`src/design/awh_cfg.svh`:
```
`ifndef AWH_CFG_SVH
`define AWH_CFG_SVH

// ----------------------------------------
// register indices, byte address is four times the index
// ----------------------------------------
`define AWH_PRESCALE_IDX 7'h49
`define AWH_CSR_IDX 7'h4a
`define AWH_PRESCALE_RST 8'hff
`define AWH_CSR_RST 8'h00
`define AWH_PRESCALE_ZERO 8'h00

// ----------------------------------------
// control/status field positions
// ----------------------------------------
`define AWH_CSR_EN_BIT 0
`define AWH_CSR_MEAS_BIT 1
`define AWH_CSR_FLAG_BIT 2

// ----------------------------------------
// timing
// ----------------------------------------
`define AWH_FIXED_DIV 64
`define AWH_STAB_CYCLES 256
`define AWH_CLK_PERIOD_NS 100
`define AWH_PLL_START_NS 2000
`define AWH_PLL_START_CYCLES ((`AWH_PLL_START_NS + `AWH_CLK_PERIOD_NS - 1) / `AWH_CLK_PERIOD_NS)

`endif

```
`src/design/awh_pkg.sv`:
```
package awh_pkg;

  typedef enum logic [2:0] {
    st_run,
    st_awh,
    st_halt,
    st_stab,
    st_pll
  } awh_state_type;

endpackage

```
`src/design/awh_top.sv`:
```
// Overview of operation
// - halt opcode with wake enable set enters auto-wake halt, not plain halt
// - in auto-wake halt the wake oscillator runs and clocks the wake counter
// - wake clock divided by 64 then by prescale; duration adds oscillator start
// - on expiry hardware sets the wake flag and wakes the device
// - main oscillator restarts at once; 256 cycles pass before interrupt service
// - reading control/status clears the wake flag and its interrupt
// - writes to flag bit 2 leave the flag unchanged
// - measure bit in run mode routes wake clock to timer capture input
// - measure bit 1 also switches the wake oscillator on while set
// - halt entry clears core interrupt mask; pending interrupt wakes at once
// - reset or exit-capable interrupt also leaves auto-wake halt
// - in halt main oscillator stops and peripherals lose their clock
// - with watchdog on, option bit decides if halt gives watchdog reset
// - enable bit 0 is only set and cleared by software
// - prescale value is the dividing factor directly, 1 to 255
// - a write of 00h is ignored and the previous prescale kept
// - with multiplier enabled its clock is ready after an extra start delay
//
// The Wishbone register port was left to the implementer.
`timescale 1ns/10ps
`default_nettype none
`include "awh_cfg.svh"

module awh_top (
  input wire logic clk_i,
  input wire logic rst_i,
  input wire logic wb_cyc_i,
  input wire logic wb_stb_i,
  input wire logic wb_we_i,
  input wire logic [8:0] wb_adr_i,
  input wire logic [3:0] wb_sel_i,
  input wire logic [31:0] wb_dat_i,
  output logic [31:0] wb_dat_o,
  output logic wb_ack_o,
  input wire logic halt_exec_i,
  input wire logic irq_pending_i,
  input wire logic exit_irq_i,
  input wire logic watchdog_en_i,
  input wire logic watchdog_halt_option_i,
  input wire logic pll_en_i,
  input wire logic wake_osc_clock_i,
  output logic wake_osc_en_o,
  output logic main_osc_en_o,
  output logic periph_clk_en_o,
  output logic core_run_o,
  output logic pll_ready_o,
  output logic auto_wake_halt_mode_o,
  output logic wake_irq_o,
  output logic int_mask_clear_o,
  output logic watchdog_reset_o,
  output logic capture_clk_o
);

  localparam logic [8:0] StabLast = 9'(`AWH_STAB_CYCLES - 1);
  localparam logic [8:0] PllLast = 9'(`AWH_PLL_START_CYCLES - 1);

  awh_pkg::awh_state_type state_q;
  awh_pkg::awh_state_type state_d;
  logic [8:0] wait_cnt_q;
  logic [7:0] wake_prescale_q;
  logic en_q;
  logic measure_q;
  logic wake_flag_q;
  logic ack_q;
  logic [31:0] dat_q;
  logic osc_q;
  logic capture_q;
  logic mask_clr_q;
  logic wdg_rst_q;
  logic access_w;
  logic done_w;
  logic wr_w;
  logic rd_clr_w;
  logic tick_w;
  logic expire_w;
  logic wdg_trip_w;
  logic in_awh_w;

  // ----------------------------------------
  // register decode
  // ----------------------------------------
  function automatic logic hit_reg(input logic [8:0] adr, input logic [6:0] idx);
    hit_reg = (adr[8:2] == idx);
  endfunction

  function automatic logic [7:0] read_reg(input logic [8:0] adr, input logic [7:0] pre,
                                          input logic fl, input logic me, input logic en);
    logic [7:0] v;
    v = 8'h00;
    if (hit_reg(adr, `AWH_PRESCALE_IDX)) begin
      v = pre;
    end else if (hit_reg(adr, `AWH_CSR_IDX)) begin
      v[`AWH_CSR_FLAG_BIT] = fl;
      v[`AWH_CSR_MEAS_BIT] = me;
      v[`AWH_CSR_EN_BIT] = en;
    end
    read_reg = v;
  endfunction

  // ----------------------------------------
  // wishbone slave
  // ----------------------------------------
  // one wait state: ack one cycle after the strobe, unmapped reads give zero
  assign access_w = wb_cyc_i && wb_stb_i;
  assign done_w = access_w && ack_q;
  assign wr_w = done_w && wb_we_i && wb_sel_i[0];
  assign rd_clr_w = done_w && !wb_we_i && hit_reg(wb_adr_i, `AWH_CSR_IDX);

  always_ff @(posedge clk_i) begin
    if (rst_i) begin
      ack_q <= 1'b0;
    end else begin
      ack_q <= access_w && !ack_q;
    end
  end

  always_ff @(posedge clk_i) begin
    if (rst_i) begin
      dat_q <= 32'h0000_0000;
    end else if (access_w && !ack_q) begin
      dat_q <= {24'h00_0000, read_reg(wb_adr_i, wake_prescale_q, wake_flag_q, measure_q, en_q)};
    end
  end

  assign wb_ack_o = ack_q;
  assign wb_dat_o = dat_q;

  // ----------------------------------------
  // software registers
  // ----------------------------------------
  // bits 7:3 are not stored, so stray writes there cannot steer anything
  always_ff @(posedge clk_i) begin
    if (rst_i) begin
      en_q <= 1'b0;
      measure_q <= 1'b0;
    end else if (wr_w && hit_reg(wb_adr_i, `AWH_CSR_IDX)) begin
      en_q <= wb_dat_i[`AWH_CSR_EN_BIT];
      measure_q <= wb_dat_i[`AWH_CSR_MEAS_BIT];
    end
  end

  always_ff @(posedge clk_i) begin
    if (rst_i) begin
      wake_prescale_q <= `AWH_PRESCALE_RST;
    end else if (wr_w && hit_reg(wb_adr_i, `AWH_PRESCALE_IDX)
                 && wb_dat_i[7:0] != `AWH_PRESCALE_ZERO) begin
      wake_prescale_q <= wb_dat_i[7:0];
    end
  end

  // set wins over a read clear in the same cycle; writes never touch it
  always_ff @(posedge clk_i) begin
    if (rst_i) begin
      wake_flag_q <= 1'b0;
    end else begin
      wake_flag_q <= (wake_flag_q && !rd_clr_w) || expire_w;
    end
  end

  // ----------------------------------------
  // wake oscillator and counter
  // ----------------------------------------
  // the oscillator input is taken as synchronous, so a plain edge detect is enough
  always_ff @(posedge clk_i) begin
    if (rst_i) begin
      osc_q <= 1'b0;
    end else begin
      osc_q <= wake_osc_clock_i;
    end
  end

  assign tick_w = wake_osc_clock_i && !osc_q;
  assign in_awh_w = (state_q == awh_pkg::st_awh);

  awh_wake_divider u_divider (
    .clk_i(clk_i),
    .rst_i(rst_i),
    .run_i(in_awh_w),
    .tick_i(tick_w),
    .prescale_i(wake_prescale_q),
    .expire_o(expire_w)
  );

  assign wake_osc_en_o = in_awh_w || measure_q;

  always_ff @(posedge clk_i) begin
    if (rst_i) begin
      capture_q <= 1'b0;
    end else begin
      capture_q <= measure_q && (state_q == awh_pkg::st_run) && wake_osc_clock_i;
    end
  end

  assign capture_clk_o = capture_q;

  // ----------------------------------------
  // halt sequencing
  // ----------------------------------------
  assign wdg_trip_w = watchdog_en_i && !watchdog_halt_option_i;

  always_comb begin
    state_d = state_q;
    case (state_q)
      awh_pkg::st_run: begin
        if (halt_exec_i && !wdg_trip_w) begin
          if (irq_pending_i) begin
            state_d = awh_pkg::st_stab;
          end else if (en_q) begin
            state_d = awh_pkg::st_awh;
          end else begin
            state_d = awh_pkg::st_halt;
          end
        end
      end
      awh_pkg::st_awh: begin
        if (expire_w || exit_irq_i) begin
          state_d = awh_pkg::st_stab;
        end
      end
      awh_pkg::st_halt: begin
        if (exit_irq_i) begin
          state_d = awh_pkg::st_stab;
        end
      end
      awh_pkg::st_stab: begin
        if (wait_cnt_q == StabLast) begin
          state_d = pll_en_i ? awh_pkg::st_pll : awh_pkg::st_run;
        end
      end
      awh_pkg::st_pll: begin
        if (wait_cnt_q == PllLast) begin
          state_d = awh_pkg::st_run;
        end
      end
      default: begin
        state_d = awh_pkg::st_run;
      end
    endcase
  end

  always_ff @(posedge clk_i) begin
    if (rst_i) begin
      state_q <= awh_pkg::st_run;
    end else begin
      state_q <= state_d;
    end
  end

  always_ff @(posedge clk_i) begin
    if (rst_i || state_d != state_q) begin
      wait_cnt_q <= 9'h000;
    end else if (state_q == awh_pkg::st_stab || state_q == awh_pkg::st_pll) begin
      wait_cnt_q <= wait_cnt_q + 9'h001;
    end
  end

  always_ff @(posedge clk_i) begin
    if (rst_i) begin
      mask_clr_q <= 1'b0;
      wdg_rst_q <= 1'b0;
    end else begin
      mask_clr_q <= (state_q == awh_pkg::st_run) && halt_exec_i && !wdg_trip_w;
      wdg_rst_q <= (state_q == awh_pkg::st_run) && halt_exec_i && wdg_trip_w;
    end
  end

  // ----------------------------------------
  // core facing outputs
  // ----------------------------------------
  // interrupt is only offered once the main clock has settled
  assign main_osc_en_o = !(state_q == awh_pkg::st_awh || state_q == awh_pkg::st_halt);
  assign periph_clk_en_o = main_osc_en_o;
  assign core_run_o = (state_q == awh_pkg::st_run);
  assign pll_ready_o = pll_en_i && core_run_o;
  assign auto_wake_halt_mode_o = in_awh_w;
  assign wake_irq_o = wake_flag_q && core_run_o;
  assign int_mask_clear_o = mask_clr_q;
  assign watchdog_reset_o = wdg_rst_q;

  // ----------------------------------------
  // checks
  // ----------------------------------------
  // a counter keeps the stabilise check free of a 256-long repetition
  logic [8:0] stab_seen_q;

  always_ff @(posedge clk_i) begin
    if (rst_i || state_q != awh_pkg::st_stab) begin
      stab_seen_q <= 9'h000;
    end else begin
      stab_seen_q <= stab_seen_q + 9'h001;
    end
  end
endmodule

`default_nettype wire

```
`src/design/awh_wake_divider.sv`:
```
`timescale 1ns/10ps
`default_nettype none
`include "awh_cfg.svh"

module awh_wake_divider (
  input wire logic clk_i,
  input wire logic rst_i,
  input wire logic run_i,
  input wire logic tick_i,
  input wire logic [7:0] prescale_i,
  output logic expire_o
);

  localparam logic [5:0] DivLast = 6'(`AWH_FIXED_DIV - 1);

  logic [5:0] div_q;
  logic [7:0] pre_q;
  logic last_w;

  // ----------------------------------------
  // fixed divide then programmable divide
  // ----------------------------------------
  // counts start from zero on every halt entry and are held cleared in run mode
  assign last_w = run_i && tick_i && (div_q == DivLast) && (pre_q == prescale_i - 8'h01);

  always_ff @(posedge clk_i) begin
    if (rst_i || !run_i) begin
      div_q <= 6'h00;
      pre_q <= 8'h00;
    end else if (tick_i) begin
      div_q <= div_q + 6'h01;
      if (div_q == DivLast) begin
        pre_q <= last_w ? 8'h00 : pre_q + 8'h01;
      end
    end
  end

  always_ff @(posedge clk_i) begin
    if (rst_i) begin
      expire_o <= 1'b0;
    end else begin
      expire_o <= last_w;
    end
  end
endmodule

`default_nettype wire

```
`config.mk`:
```
export PLATFORM = sky130hd
export DESIGN_NAME = awh_top
export DESIGN_NICKNAME = d
export VERILOG_FILES = /design/src/design/awh_pkg.sv /design/src/design/awh_top.sv /design/src/design/awh_wake_divider.sv
export VERILOG_INCLUDE_DIRS = /design/src /design/src/design
export SDC_FILE = /design/constraint.sdc
export NUM_CORES = 1
export LEC_CHECK = 0
export BUFFER_PORTS_ARGS = -buffer_cell sky130_fd_sc_hd__buf_2
export CAP_MARGIN = 20
export CORE_AREA = 2 2 72 81
export CTS_CLUSTER_DIAMETER = 40
export CTS_CLUSTER_SIZE = 12
export DETAILED_ROUTE_END_ITERATION = 12
export DIE_AREA = 0 0 74 83
export PLACE_DENSITY_LB_ADDON = 0.3
export SETUP_SLACK_MARGIN = 0.3
export SLEW_MARGIN = 10
export SYNTH_ARGS = -nofsm -noshare
export SYNTH_HDL_FRONTEND = slang
export SYNTH_SLANG_ARGS = --single-unit
```
`constraint.sdc`:
```
create_clock -name clk_i -period 4.65 [get_ports clk_i]
set_input_delay 0.93 -clock clk_i [delete_from_list [all_inputs] [get_ports clk_i]]
set_output_delay 0.93 -clock clk_i [all_outputs]
set_load 0.005 [all_outputs]
```
# Word-level counts from Yosys, hierarchy flattened
# Index checks and enable logic that the tools add are counted.
# word_totals
in_bits	57
wordCells	85
output_inout_bits	43
ff_bits	51
# classes
addsub	4
muxes	13
n_reduce_logical	42
n_eq_ne	11
# op_table
op	count
$logic_and 1x1->1	24
$mux 3	8
$pmux 3 s5	1
$eq 7x7->1 const B	2
$add 9x1->9 const B	1
$eq 9x5->1 const B	1
$eq 9x8->1 const B	1
$add 8x1->8 const B	1
$eq 8x8->1	1
$logic_not 1->1	8
$mux 8	1
$reduce_bool 8->1	1
$sub 8x1->8 const B	1
$logic_or 1x1->1	7
$add 6x1->6 const B	1
$eq 3x2->1 const B	2
$eq 6x6->1 const B	1
$mux 5	1
$mux 2	2
$eq 3x1->1 const B	1
$eq 3x3->1 const B	1
$logic_not 3->1	1
$ne 3x3->1	1
$reduce_and 2->1	1

# Depth between registers and ports, before layout
# Gate-level depths: netlist (run 1).
# logic_depth
word_depth	8
mapped_depth	9
depth_no_buf	9

# Modules after synthesis
# From an unflattened synthesis (run 1), not the netlist that was laid out.
# unflattened
cells_unflattened	307
hier_area_um2	2775.2
# modules_own_cells
mod	area_per_inst_um2	cells_each	instances	seq_area_each_um2
awh_top	1856.8	207	1	720.7
awh_wake_divider	918.4	100	1	300.3

# Worst setup path after synthesis (run 1)
# OpenSTA, ideal clock, no wires.
# synth_timing
kind	input to register
start	in wb_adr_i[7]
end	reg wake_prescale_q[0]
path_stages	5
required_ns	4.527
setup_time_ns	0.123
slack_ns	2.139
n_path_buf	0
arrival_ns	2.389
cell_sequence	nor4b_1 nand2_1 nor4_4 nand2_1 a221o_2
# synth_via
elab_chain_len	3
# synth_rtl
element	line_no	source
from (decl)	awh_top.sv:31	input wire logic [8:0] wb_adr_i,
$eq 7x7->1	awh_top.sv:84	hit_reg = (adr[8:2] == idx);
$logic_and 1x1->1	awh_top.sv:146	end else if (wr_w && hit_reg(wb_adr_i, `AWH_PRESCALE_IDX)
$logic_and 1x1->1 (no line)	--	
to (signal assigned)	awh_top.sv:145	wake_prescale_q <= `AWH_PRESCALE_RST;
to (signal assigned)	awh_top.sv:148	wake_prescale_q <= wb_dat_i[7:0];
to (decl)	awh_top.sv:61	logic [7:0] wake_prescale_q;
# Every way passes these cells.
# A chain may end at the register's enable or synchronous reset.

# Worst setup path in the final report (run 1)
# Same ends and word-level chain as after synthesis.

==> out/qor.yml, run 1 <==
cts:
  cts_resized: 0
  post-cts-setup-buffers: 0
  cts_tree: "built"
  cts.path.max_buffers: 2
  htreeDepth: 2
  cts_sinks: 51
  clk_pin_slew_ns: 0.09
  numCtsBuffers: 5
  hold_buffers: 0
  cts-root-buf: "clkbuf_8"
  clk_latency_ns: 0.30
synth:
  yosys.area.top_type: "dfxtp_1"
  synth_edf_count: 0
  synth_area_um2: 2800
  synth-async-reset-ratio: 0
  yosysWarnings: 0
  ys_ff_latch: 51
  syn_avg_cell_area_um2: 8.87
  synth.most_common_cell: "dfxtp_1"
  ys_seq_area_frac: 0.364
  synth_cell_types: 57
  synth_area_leaders: "dfxtp_1 (36%), buf_4 (6.7%), xnor2_1 (5.3%)"
  synthTopCellsByCount: "dfxtp_1 (51), nor2_1 (27), buf_4 (25), nand2_1 (25), nor3_1 (25)"
  synth_top_area_share: 0.364
  synth_ff_type: "dfxtp_1"
  synthCells: 316
critical_path:
  rr_worst_depth: 5
  path_cells: "buf_2, nor4b_1, nand2_1, nor4_4, nand2_1, a221o_2"
  cp_common_cell: "nand2_1"
  reg2reg_from: "state_q[1]$_SDFF_PP0_"
  crit_type: "input pin to flip-flop"
  cp-end-kind: "flip-flop"
  r2r_end: "wait_cnt_q[8]$_SDFFE_PP0P_"
  path_buf_inv: 1
  worst_path_max_delay_cell: "nor4_4"
  cp.required_ns: 4.85
  rrSetupSlack_ns: 2.31
  crit_fanout: 10
  cp-start-kind: "input pin"
  cp_top_family: "simple AND/OR/NAND/NOR gates"
  cpPeakStageDelay_ns: 0.55
  cp.arrival_ns: 2.75
timing:
  post-route-period-util: 0.549
  setup_viol: 0
  finClkSkew_ns: 0.00520
  drv_slew: 0
  finalHoldViolCount: 0
  tns_ns: 0
  worst_pin_slew_ns: 0.690
  rsz0062_at_grt: "false"
  whs_ns: 0.496
  fmax_mhz: 392
  maxSlewHeadroom: 0.538
  fin_crit_ns: 2.55
floorplanning:
  die_h_um: 83
  ios: 100
  die_area_um2: 6140
  rows: 28
  die_w_um: 74
  initial_utilization: 0.530
  core_um2: 5290
finish:
  fillers: 493
  fin_area_um2: 3050
  drive_gt1_frac: 0.186
  fin_nets: 416
  num_antenna_cells: 0
  register_area_um2: 1020
  multi_input_area_um2: 1560
  area_growth_pct: 8.61
  stdcell_count: 430
  final_util: 0.576
outcome:
  status: "finished, final reports clean"
placed_design:
  place_area_um2: 2930
  gp_congestion: 0.831
  hpwl_um: 4140
  port_buffers: 46
  place_inst: 422
drt:
  post_drt_via_cell_ratio: 5.26
  wl_per_cell_um: 13.1
  drc_errors: 0
  drt_iter0_drc: 129
  wl_um: 5640
  firstDrtPassIters: 4
  vias: 2262
  ant_nets: 0
global_routing:
  grt_pass1_wl_um: 9740
  grt_usage: 0.194
  grt_pass1_vias: 2177
  grt_overflow_total: 0
  antenna_found_initial: 0
  grt_max_degree: 27
worst_hold_path:
  worstHoldStart: "wb_dat_o[1]$_SDFFE_PP0P_"
  min_path_cells: 2
  worstHoldPathType: "flip-flop to flip-flop"
  hold_end: "wb_dat_o[1]$_SDFFE_PP0P_"
pwr:
  power_density_nw_per_um2: 282
  max-vdd-ir-drop_v: 0.000232
  leakage_nw: 1.19
flow_run:
  cap_viol_max_count: 0
routing by layer:
metal	GRT usage	wire length, um
met2	0.320	2770
met1	0.253	2610
met3	0.0449	205
met5	0	0
met4	0.0479	48
worst register-to-register path, stage by stage, from the launching register on:
cell and delay, ns:
dfxtp_1 0.47, nor3_2 0.46, nand3_1 0.16, o21ai_0 0.35, xor2_1 0.60, a2111oi_0 0.16
layout by cell type (no fill, tap or decap), types with 3 or more instances in the layout:
| cell | count |
|---|---|
| a211o_1 | 6 |
| a21oi_1 | 8 |
| a22oi_1 | 10 |
| and2_1 | 7 |
| and3_1 | 3 |
| buf_2 | 46 |
| clkbuf_8 | 6 |
| conb_1 | 24 |
| dfxtp_1 | 51 |
| ha_1 | 5 |
| inv_1 | 6 |
| mux2i_1 | 5 |
| nand2_1 | 25 |
| nand2b_1 | 4 |
| nand3_1 | 3 |
| nand4_1 | 6 |
| nor2_1 | 27 |
| nor2b_1 | 8 |
| nor3_1 | 25 |
| nor4_1 | 6 |
| nor4b_1 | 4 |
| o21ai_0 | 4 |
| or3_1 | 3 |
| xnor2_1 | 17 |
| xor2_1 | 11 |
sequential cells by signal (all words and copies together) (netlist names), 3 cells and up:
name and flops:
state_q 3, u_divider.div_q 6, u_divider.pre_q 8, wait_cnt_q 9
wake_prescale_q 8, wb_dat_o 8
how the worst max path moves through the flow:
stage	start	endpoint	slack, ns	cells after the start
after floorplan	wb_adr_i[7]	wake_prescale_q[0]$_SDFFE_PP1P_	2.14	5
after global placement	wb_adr_i[7]	wake_prescale_q[0]$_SDFFE_PP1P_	1.81	6
after detailed placement	wb_adr_i[7]	wake_prescale_q[0]$_SDFFE_PP1P_	1.75	6
after CTS	wb_adr_i[7]	wake_prescale_q[0]$_SDFFE_PP1P_	2.09	6
after global routing	wb_adr_i[7]	wake_prescale_q[0]$_SDFFE_PP1P_	1.89	6
final	wb_adr_i[7]	wake_prescale_q[0]$_SDFFE_PP1P_	2.10	6
area by class of cell:
| type | count | area share |
|---|---|---|
| clock inverter | 2 | 0.0115 |
| sequential | 51 | 0.335 |
| clock buffer | 6 | 0.0271 |
| multi-input combinational | 244 | 0.512 |
| tap | 75 | 0.0308 |
| timing repair buffer | 46 | 0.0756 |
| inverter | 6 | 0.00740 |
per-stage QoR:
stage | total power, mW | worst slack [ns]
floorplan | 0.530 | 2.14
global placement | 0.545 | 1.81
detailed placement | 0.546 | 1.75
CTS | 0.864 | 2.09
global route | 0.896 | 1.89
finish | 0.860 | 2.10
logic make-up (layout without fill, tap and decap cells):
| family | count (synthesis) | after routing | share of synthesized area |
|---|---|---|---|
| buffers and inverters | 44 | 60 | 0.110 |
| AO/OA/AOI/OAI | 43 | 43 | 0.116 |
| multiplexers | 5 | 5 | 0.0178 |
| XOR/XNOR | 28 | 28 | 0.0875 |
| AND/OR/NAND/NOR | 139 | 139 | 0.280 |
| adder cells (fa/ha/maj) | 5 | 5 | 0.0223 |
| other | 1 | 24 | 0.00134 |
| flip-flops | 51 | 51 | 0.364 |
where the power goes:
group | internal [mW] | total (mW) | leakage (nW) | switching (mW)
sequential | 0.441 | 0.450 | 0.412 | 0.00869
clock | 0.174 | 0.323 | 0.0612 | 0.148
combinational | 0.0332 | 0.0871 | 0.715 | 0.0539
total | 0.649 | 0.860 | 1.19 | 0.211
No activity file was read; power rests on OpenSTA's default activity.
==> inputs of run 2 (changes only) <==
--- a/config.mk
+++ b/config.mk
@@ -8,11 +8,11 @@
 export LEC_CHECK = 0
 export BUFFER_PORTS_ARGS = -buffer_cell sky130_fd_sc_hd__buf_2
 export CAP_MARGIN = 20
-export CORE_AREA = 2 2 72 81
+export CORE_AREA = 2 2 75 84
 export CTS_CLUSTER_DIAMETER = 40
 export CTS_CLUSTER_SIZE = 12
 export DETAILED_ROUTE_END_ITERATION = 12
-export DIE_AREA = 0 0 74 83
+export DIE_AREA = 0 0 77 86
 export PLACE_DENSITY_LB_ADDON = 0.3
 export SETUP_SLACK_MARGIN = 0.3
 export SLEW_MARGIN = 10
==> constraint.sdc (replaced) <==
create_clock -name clk_i -period 2.4 [get_ports clk_i]
set_input_delay 0.48 -clock clk_i [delete_from_list [all_inputs] [get_ports clk_i]]
set_output_delay 0.48 -clock clk_i [all_outputs]
set_load 0.005 [all_outputs]
==> run 2 against run 1 <==
Against the previous run:
- design area grew 5.9%
- hold slack got worse by 0.084 ns
- wire length is 1.2% higher
- count of clock-buffer cells in the layout is the same
- sequential share of layout area shrank 1.5 points
- clock power rose by 92%
- combinational power rose by 140%
- total power rose by 96%
- register-to-register slack got worse by 1.9 ns
- first-iteration DRC count is 37% lower
- die area rose by 7.8%
- core utilization down 1.3 points
- critical path type is now flip-flop to flip-flop
==> out/qor.yml, run 2 (same netlist as run 1, synthesis figures left out) <==
global_routing:
  grt_pass1_vias: 2071  # -4.9%
  antenna_found_initial: 0  # unchanged
  grt_max_degree: 27  # unchanged
  grt_overflow_total: 0  # unchanged
  grt_usage: 0.165  # -0.0288
  grt_pass1_wl_um: 9110  # -6.4%
finish:
  largest_reg_flops: 9  # unchanged
  final_util: 0.562  # -0.0133
  num_antenna_cells: 0  # unchanged
  area_growth_pct: 15.0
  mostFrequentLayoutCells: "dfxtp_1 (47), buf_2 (46), nor2_1 (26)"
  fin_nets: 429  # +3.1%
  drive_gt1_frac: 0.261  # +0.0750
  stdcell_count: 445  # +3.5%
  final_common_cell: "dfxtp_1"
  largest-register: "wait_cnt_q"
timing:
  worst_pin_slew_ns: 0.548  # -0.142 ns
  fmax_mhz: 495
  drv_slew: 0  # unchanged
  rsz0062_at_grt: "true"
  finClkSkew_ns: 0.00536  # +0.000160 ns
  fin_crit_ns: 2.02
  post-route-period-util: 0.841
  tns_ns: 0  # unchanged
  finalHoldViolCount: 0  # unchanged
  setup_viol: 0  # unchanged
  setup_ws_ns: 0.381  # -1.72 ns
  maxSlewHeadroom: 0.632  # +0.0936
drt:
  drt_iter0_drc: 81  # -37%
  wl_um: 5710  # +1.2%
  wl_per_cell_um: 12.8  # -2.2%
  ant_nets: 0  # unchanged
  drc_errors: 0  # unchanged
  firstDrtPassIters: 4  # unchanged
  vias: 2331  # +3.1%
  post_drt_via_cell_ratio: 5.24  # -0.42%
floorplanning:
  initial_utilization: 0.489  # -0.0410
  rows: 29  # +3.6%
  ios: 100  # unchanged
  core_um2: 5730  # +8.4%
  die_area_um2: 6620  # +7.8%
  die_w_um: 77  # +4.1%
  die_h_um: 86  # +3.6%
pwr:
  swShare: 0.244  # -0.00172
  p_seq_frac: 0.510  # -0.013
  power_density_nw_per_um2: 524  # +86%
  p_switching_mw: 0.412  # +95%
  finalPower_mw: 1.69  # +96%
  clkPwrFrac: 0.367  # -0.008
  p_int_mw: 1.28  # +97%
  leakage_nw: 1.25  # +5.3%
  combPwrFrac: 0.122  # +0.021
  max-vdd-ir-drop_v: 0.000285  # +23%
critical_path:
  worst_path_max_delay_cell: "or3b_4"
  rrSetupSlack_ns: 0.38  # -1.93 ns
  reg2reg_from: "wake_prescale_q[0]$_SDFFE_PP1P_"
  path_cells: "inv_2, ha_4, or3b_4, nor4_2, o2111ai_4, a211oi_4, buf_4, nor2b_1"
  cpPeakStageDelay_ns: 0.40  # -0.15 ns
  cp-start-kind: "flip-flop"
  rr_worst_depth: 8  # +3
  cp.arrival_ns: 2.27  # -0.48 ns
  cp.required_ns: 2.65  # -2.20 ns
  r2r_end: "u_divider.expire_o$_SDFF_PP0_"
  cp-end-kind: "flip-flop"
  crit_type: "flip-flop to flip-flop"
  crit_fanout: 6  # -4
  crit_end: "u_divider.expire_o$_SDFF_PP0_"
  cp-startpoint: "wake_prescale_q[0]$_SDFFE_PP1P_"
flow_run:
  cap_viol_max_count: 0  # unchanged
placed_design:
  hpwl_um: 4050  # -2.2%
  pre_cts_ws_ns: 0.230  # -1.52 ns
  place_inst: 433  # +2.6%
  gp_congestion: 0.799  # -3.9%
  port_buffers: 46  # unchanged
cts:
  cts.path.max_buffers: 2  # unchanged
  clk_latency_ns: 0.31  # about the same
  cts_sinks: 51  # unchanged
  clk_pin_slew_ns: 0.09  # about the same
  hold_buffers: 0  # unchanged
  numCtsBuffers: 5  # unchanged
  cts-root-buf: "clkbuf_8"
  cts_tree: "built"
  htreeDepth: 2  # unchanged
worst_hold_path:
  worstHoldPathType: "input pin to flip-flop"
outcome:
  status: "finished, final reports clean"
## run 2: changes by cell type in the layout (fill, tap and decap cells not counted), sizes merged
cell  previous run  this run
buf             46        59
## run 2: layout make-up
type / instances / area [um2]
sequential: 51 / 1030
multi-input combinational: 244 / 1630
fill: 539 / 2510
tap: 77 / 96.3
clock inverter: 2 / 35.0
timing repair buffer: 59 / 328
inverter: 6 / 22.5
clock buffer: 6 / 82.6
## run 2: through the flow
stage | hold slack [ns] | area [um2]
2_1_floorplan | 0.438 | 2890
3_3_place_gp | 0.465 | 3000
3_5_place_dp | 0.480 | 3000
4_1_cts | 0.410 | 3140
5_1_grt | 0.406 | 3220
6_report | 0.412 | 3220
## run 2: worst min-delay path by stage
stage                                  startpoint                           to  slack, ns  depth (start not counted)
floorplan           u_divider.expire_o$_SDFF_PP0_       wake_flag_q$_SDFF_PP0_       0.44                          2
global placement         wb_dat_o[1]$_SDFFE_PP0P_     wb_dat_o[1]$_SDFFE_PP0P_       0.46                          2
detailed placement       wb_dat_o[1]$_SDFFE_PP0P_     wb_dat_o[1]$_SDFFE_PP0P_       0.48                          2
CTS                                   halt_exec_i  watchdog_reset_o$_SDFF_PP0_       0.41                          3
global route                          halt_exec_i  watchdog_reset_o$_SDFF_PP0_       0.41                          3
finish                                halt_exec_i  watchdog_reset_o$_SDFF_PP0_       0.41                          3
## run 2: power by group through the flow
| stage | Sequential (mW) | Clock [mW] | Combinational, mW |
|---|---|---|---|
| 2_1_floorplan | 0.880 | 0 | 0.147 |
| 3_5_place_dp | 0.884 | 0 | 0.190 |
| 3_3_place_gp | 0.884 | 0 | 0.190 |
| 5_1_grt | 0.864 | 0.667 | 0.226 |
| 6_report | 0.862 | 0.620 | 0.206 |
| 4_1_cts | 0.864 | 0.630 | 0.192 |
## run 2: layer usage
layer,wire length [um],global-route usage
met5,0,0
met2,2710,0.278
met3,292,0.0368
met4,80,0.0487
met1,2620,0.214
## run 2: timing repair
| action | in CTS | in global routing |
|---|---|---|
| gates cloned | 0 | 0 |
| setup buffers | 2 | 2 |
| endpoints found under the setup margin | 10 | 13 |
| pin swaps | 1 | 2 |
| resized for setup | 3 | 21 |
## run 2: critical path: cells and delay by family, from the launching register on
family                     cells  cell delay (ns)
adders and majority gates      1             0.14
and+or+nand+nor                3             0.82
DFF                            1             0.38
AOI/OAI and AO/OA              2             0.37
buffers and inverters          2             0.24
==> inputs of run 3 (changes only) <==
--- a/config.mk
+++ b/config.mk
@@ -8,11 +8,11 @@
 export LEC_CHECK = 0
 export BUFFER_PORTS_ARGS = -buffer_cell sky130_fd_sc_hd__buf_2
 export CAP_MARGIN = 20
-export CORE_AREA = 2 2 75 84
+export CORE_AREA = 2 2 79 88
 export CTS_CLUSTER_DIAMETER = 40
 export CTS_CLUSTER_SIZE = 12
 export DETAILED_ROUTE_END_ITERATION = 12
-export DIE_AREA = 0 0 77 86
+export DIE_AREA = 0 0 81 90
 export PLACE_DENSITY_LB_ADDON = 0.3
 export SETUP_SLACK_MARGIN = 0.3
 export SLEW_MARGIN = 10
==> constraint.sdc (replaced) <==
create_clock -name clk_i -period 1.65 [get_ports clk_i]
set_input_delay 0.33 -clock clk_i [delete_from_list [all_inputs] [get_ports clk_i]]
set_output_delay 0.33 -clock clk_i [all_outputs]
set_load 0.005 [all_outputs]
==> run 3 against run 2 <==
Against the previous run:
- the flow now finishes with violations (negative setup slack)
- non-clock buffer count grew 56
- setup slack lost 0.66 ns
- hold slack lost 0.14 ns
- critical path depth shrank 2
- clock power grew 15%
- flip-flop and latch count is the same
- global-route usage grew 3.7 points
- register-to-register slack lost 0.66 ns
- count of clock-buffer cells in the layout is the same
- via count grew 13%
- cell count grew 14%
- critical path type unchanged
- highest routed layer unchanged
==> out/qor.yml, run 3 (same netlist as run 1, synthesis figures left out) <==
critical_path:
  cp.required_ns: 1.90  # -0.75 ns
  crit_fanout: 5  # -1
  crit_type: "flip-flop to flip-flop"
  cp-start-kind: "flip-flop"
  rr_worst_depth: 6  # -2
  cp-end-kind: "flip-flop"
  cp.arrival_ns: 2.18  # -0.09 ns
drt:
  vias: 2627  # +13%
  wl_um: 7430  # +30%
  drt_iter0_drc: 127  # +57%
  firstDrtPassIters: 4  # unchanged
  wl_per_cell_um: 14.6  # +14%
  drc_errors: 0  # unchanged
  ant_nets: 0  # unchanged
  post_drt_via_cell_ratio: 5.17  # -1.3%
cts:
  cts.path.max_buffers: 2  # unchanged
  cts_tree: "built"
  clk_pin_slew_ns: 0.10  # about the same
  numCtsBuffers: 5  # unchanged
  cts-root-buf: "clkbuf_8"
  htreeDepth: 2  # unchanged
  cts_sinks: 51  # unchanged
  clk_latency_ns: 0.31  # about the same
floorplanning:
  rows: 31  # +6.9%
  ios: 100  # unchanged
  core_um2: 6440  # +12%
  die_area_um2: 7290  # +10%
  initial_utilization: 0.435  # -0.0536
  die_h_um: 90  # +4.7%
  die_w_um: 81  # +5.2%
finish:
  multi_input_area_um2: 1990  # +22%
  stdcell_count: 508  # +14%
  fin_area_um2: 4130  # +28%
  area_growth_pct: 47.3
  fillers: 528  # -2.0%
  register_area_um2: 1040  # +1.1%
  num_antenna_cells: 0  # unchanged
  final_common_cell: "buf_4"
  largest-register: "wait_cnt_q"
  mostFrequentLayoutCells: "buf_4 (55), buf_2 (41), dfxtp_1 (40)"
  drive_gt1_frac: 0.479  # +0.218
  largest_reg_flops: 9  # unchanged
  fin_nets: 487  # +14%
worst_hold_path:
  min_path_cells: 3  # unchanged
  worstHoldPathType: "input pin to flip-flop"
outcome:
  violations: "negative setup slack"
  status: "complete, but fails checks"
pwr:
  finalPower_mw: 2.55  # +51%
  leakage_nw: 1.63  # +30%
  power_density_nw_per_um2: 616  # +18%
  max-vdd-ir-drop_v: 0.000462  # +62%
global_routing:
  grt_overflow_total: 0  # unchanged
  grt_max_degree: 24  # -11%
  grt_pass1_vias: 2564  # +24%
  antenna_found_initial: 0  # unchanged
  grt_pass1_wl_um: 11800  # +29%
  grt_usage: 0.202  # +0.0370
placed_design:
  place_area_um2: 3450  # +15%
  port_buffers: 46  # unchanged
  place_inst: 479  # +11%
  hpwl_um: 4730  # +17%
  gp_congestion: 0.893  # +12%
timing:
  post-route-period-util: 1.17  # +0.328
  rsz0062_at_grt: "true"
  finalHoldViolCount: 0  # unchanged
  fmax_mhz: 518  # +4.7%
  whs_ns: 0.271  # -0.141 ns
  drv_slew: 0  # unchanged
  fin_crit_ns: 1.93  # -0.0898 ns
  setup_viol: 21  # +21
  tns_ns: -3.73  # -3.73 ns
  setup_ws_ns: -0.279  # -0.660 ns
  finClkSkew_ns: 0.0134  # +0.00803 ns
flow_run:
  cap_viol_max_count: 0  # unchanged
-- run 3: metal layers --
layer | part of all wire | vias up | track usage
met5 | 0 | - | 0
met4 | 0.013 | 0 | 0.0734
met3 | 0.037 | 7 | 0.0311
met2 | 0.53 | 67 | 0.350
met1 | 0.42 | 1265 | 0.248
li1 | - | 1288 | -
-- run 3: repair_timing --
action / CTS / global route
endpoints found under the setup margin: 33 / 47
hold buffers: 0 / 0
setup buffers: 12 / 4
gates cloned: 4 / 1
gates resized for setup: 47 / 36
pin swaps: 17 / 22
-- run 3: path summary, 6_finish.rpt --
check,from,to,slack (ns)
setup / recovery,wake_prescale_q[0]$_SDFFE_PP1P_,u_divider.expire_o$_SDFF_PP0_,-0.28
setup reg to reg,wake_prescale_q[0]$_SDFFE_PP1P_,u_divider.expire_o$_SDFF_PP0_,-0.28
hold / removal,halt_exec_i,watchdog_reset_o$_SDFF_PP0_,0.27
hold reg to reg,wb_dat_o[1]$_SDFFE_PP0P_,wb_dat_o[1]$_SDFFE_PP0P_,0.50
-- run 3: power breakdown --
part,switching (mW),internal [mW],leakage [nW],total (mW)
registers,0.0150,1.24,0.416,1.26
clock network,0.417,0.298,0.0412,0.714
logic,0.296,0.278,1.17,0.574
-- run 3: cell type report --
type                       count  share of cell area
multi-input combinational    246               0.481
sequential                    51               0.252
timing repair buffer         115               0.215
tap                           82              0.0248
clock buffer                   6              0.0176
inverter                       6             0.00606
clock inverter                 2             0.00303
-- run 3: stage by stage --
step           worst slack [ns]  utilization
2_1_floorplan            -0.173            -
3_3_place_gp             -0.274        0.537
3_5_place_dp             -0.348        0.537
4_1_cts                  -0.253        0.609
5_1_grt                  -0.331        0.641
6_report                 -0.279        0.641
-- run 3: critical path, cell delays in order (launching register included) --
cell      delay, ns
dfxtp_2        0.34
or4_4          0.58
and4bb_1       0.29
nor3b_2        0.07
a211oi_4       0.30
buf_6          0.16
nor2b_4        0.13
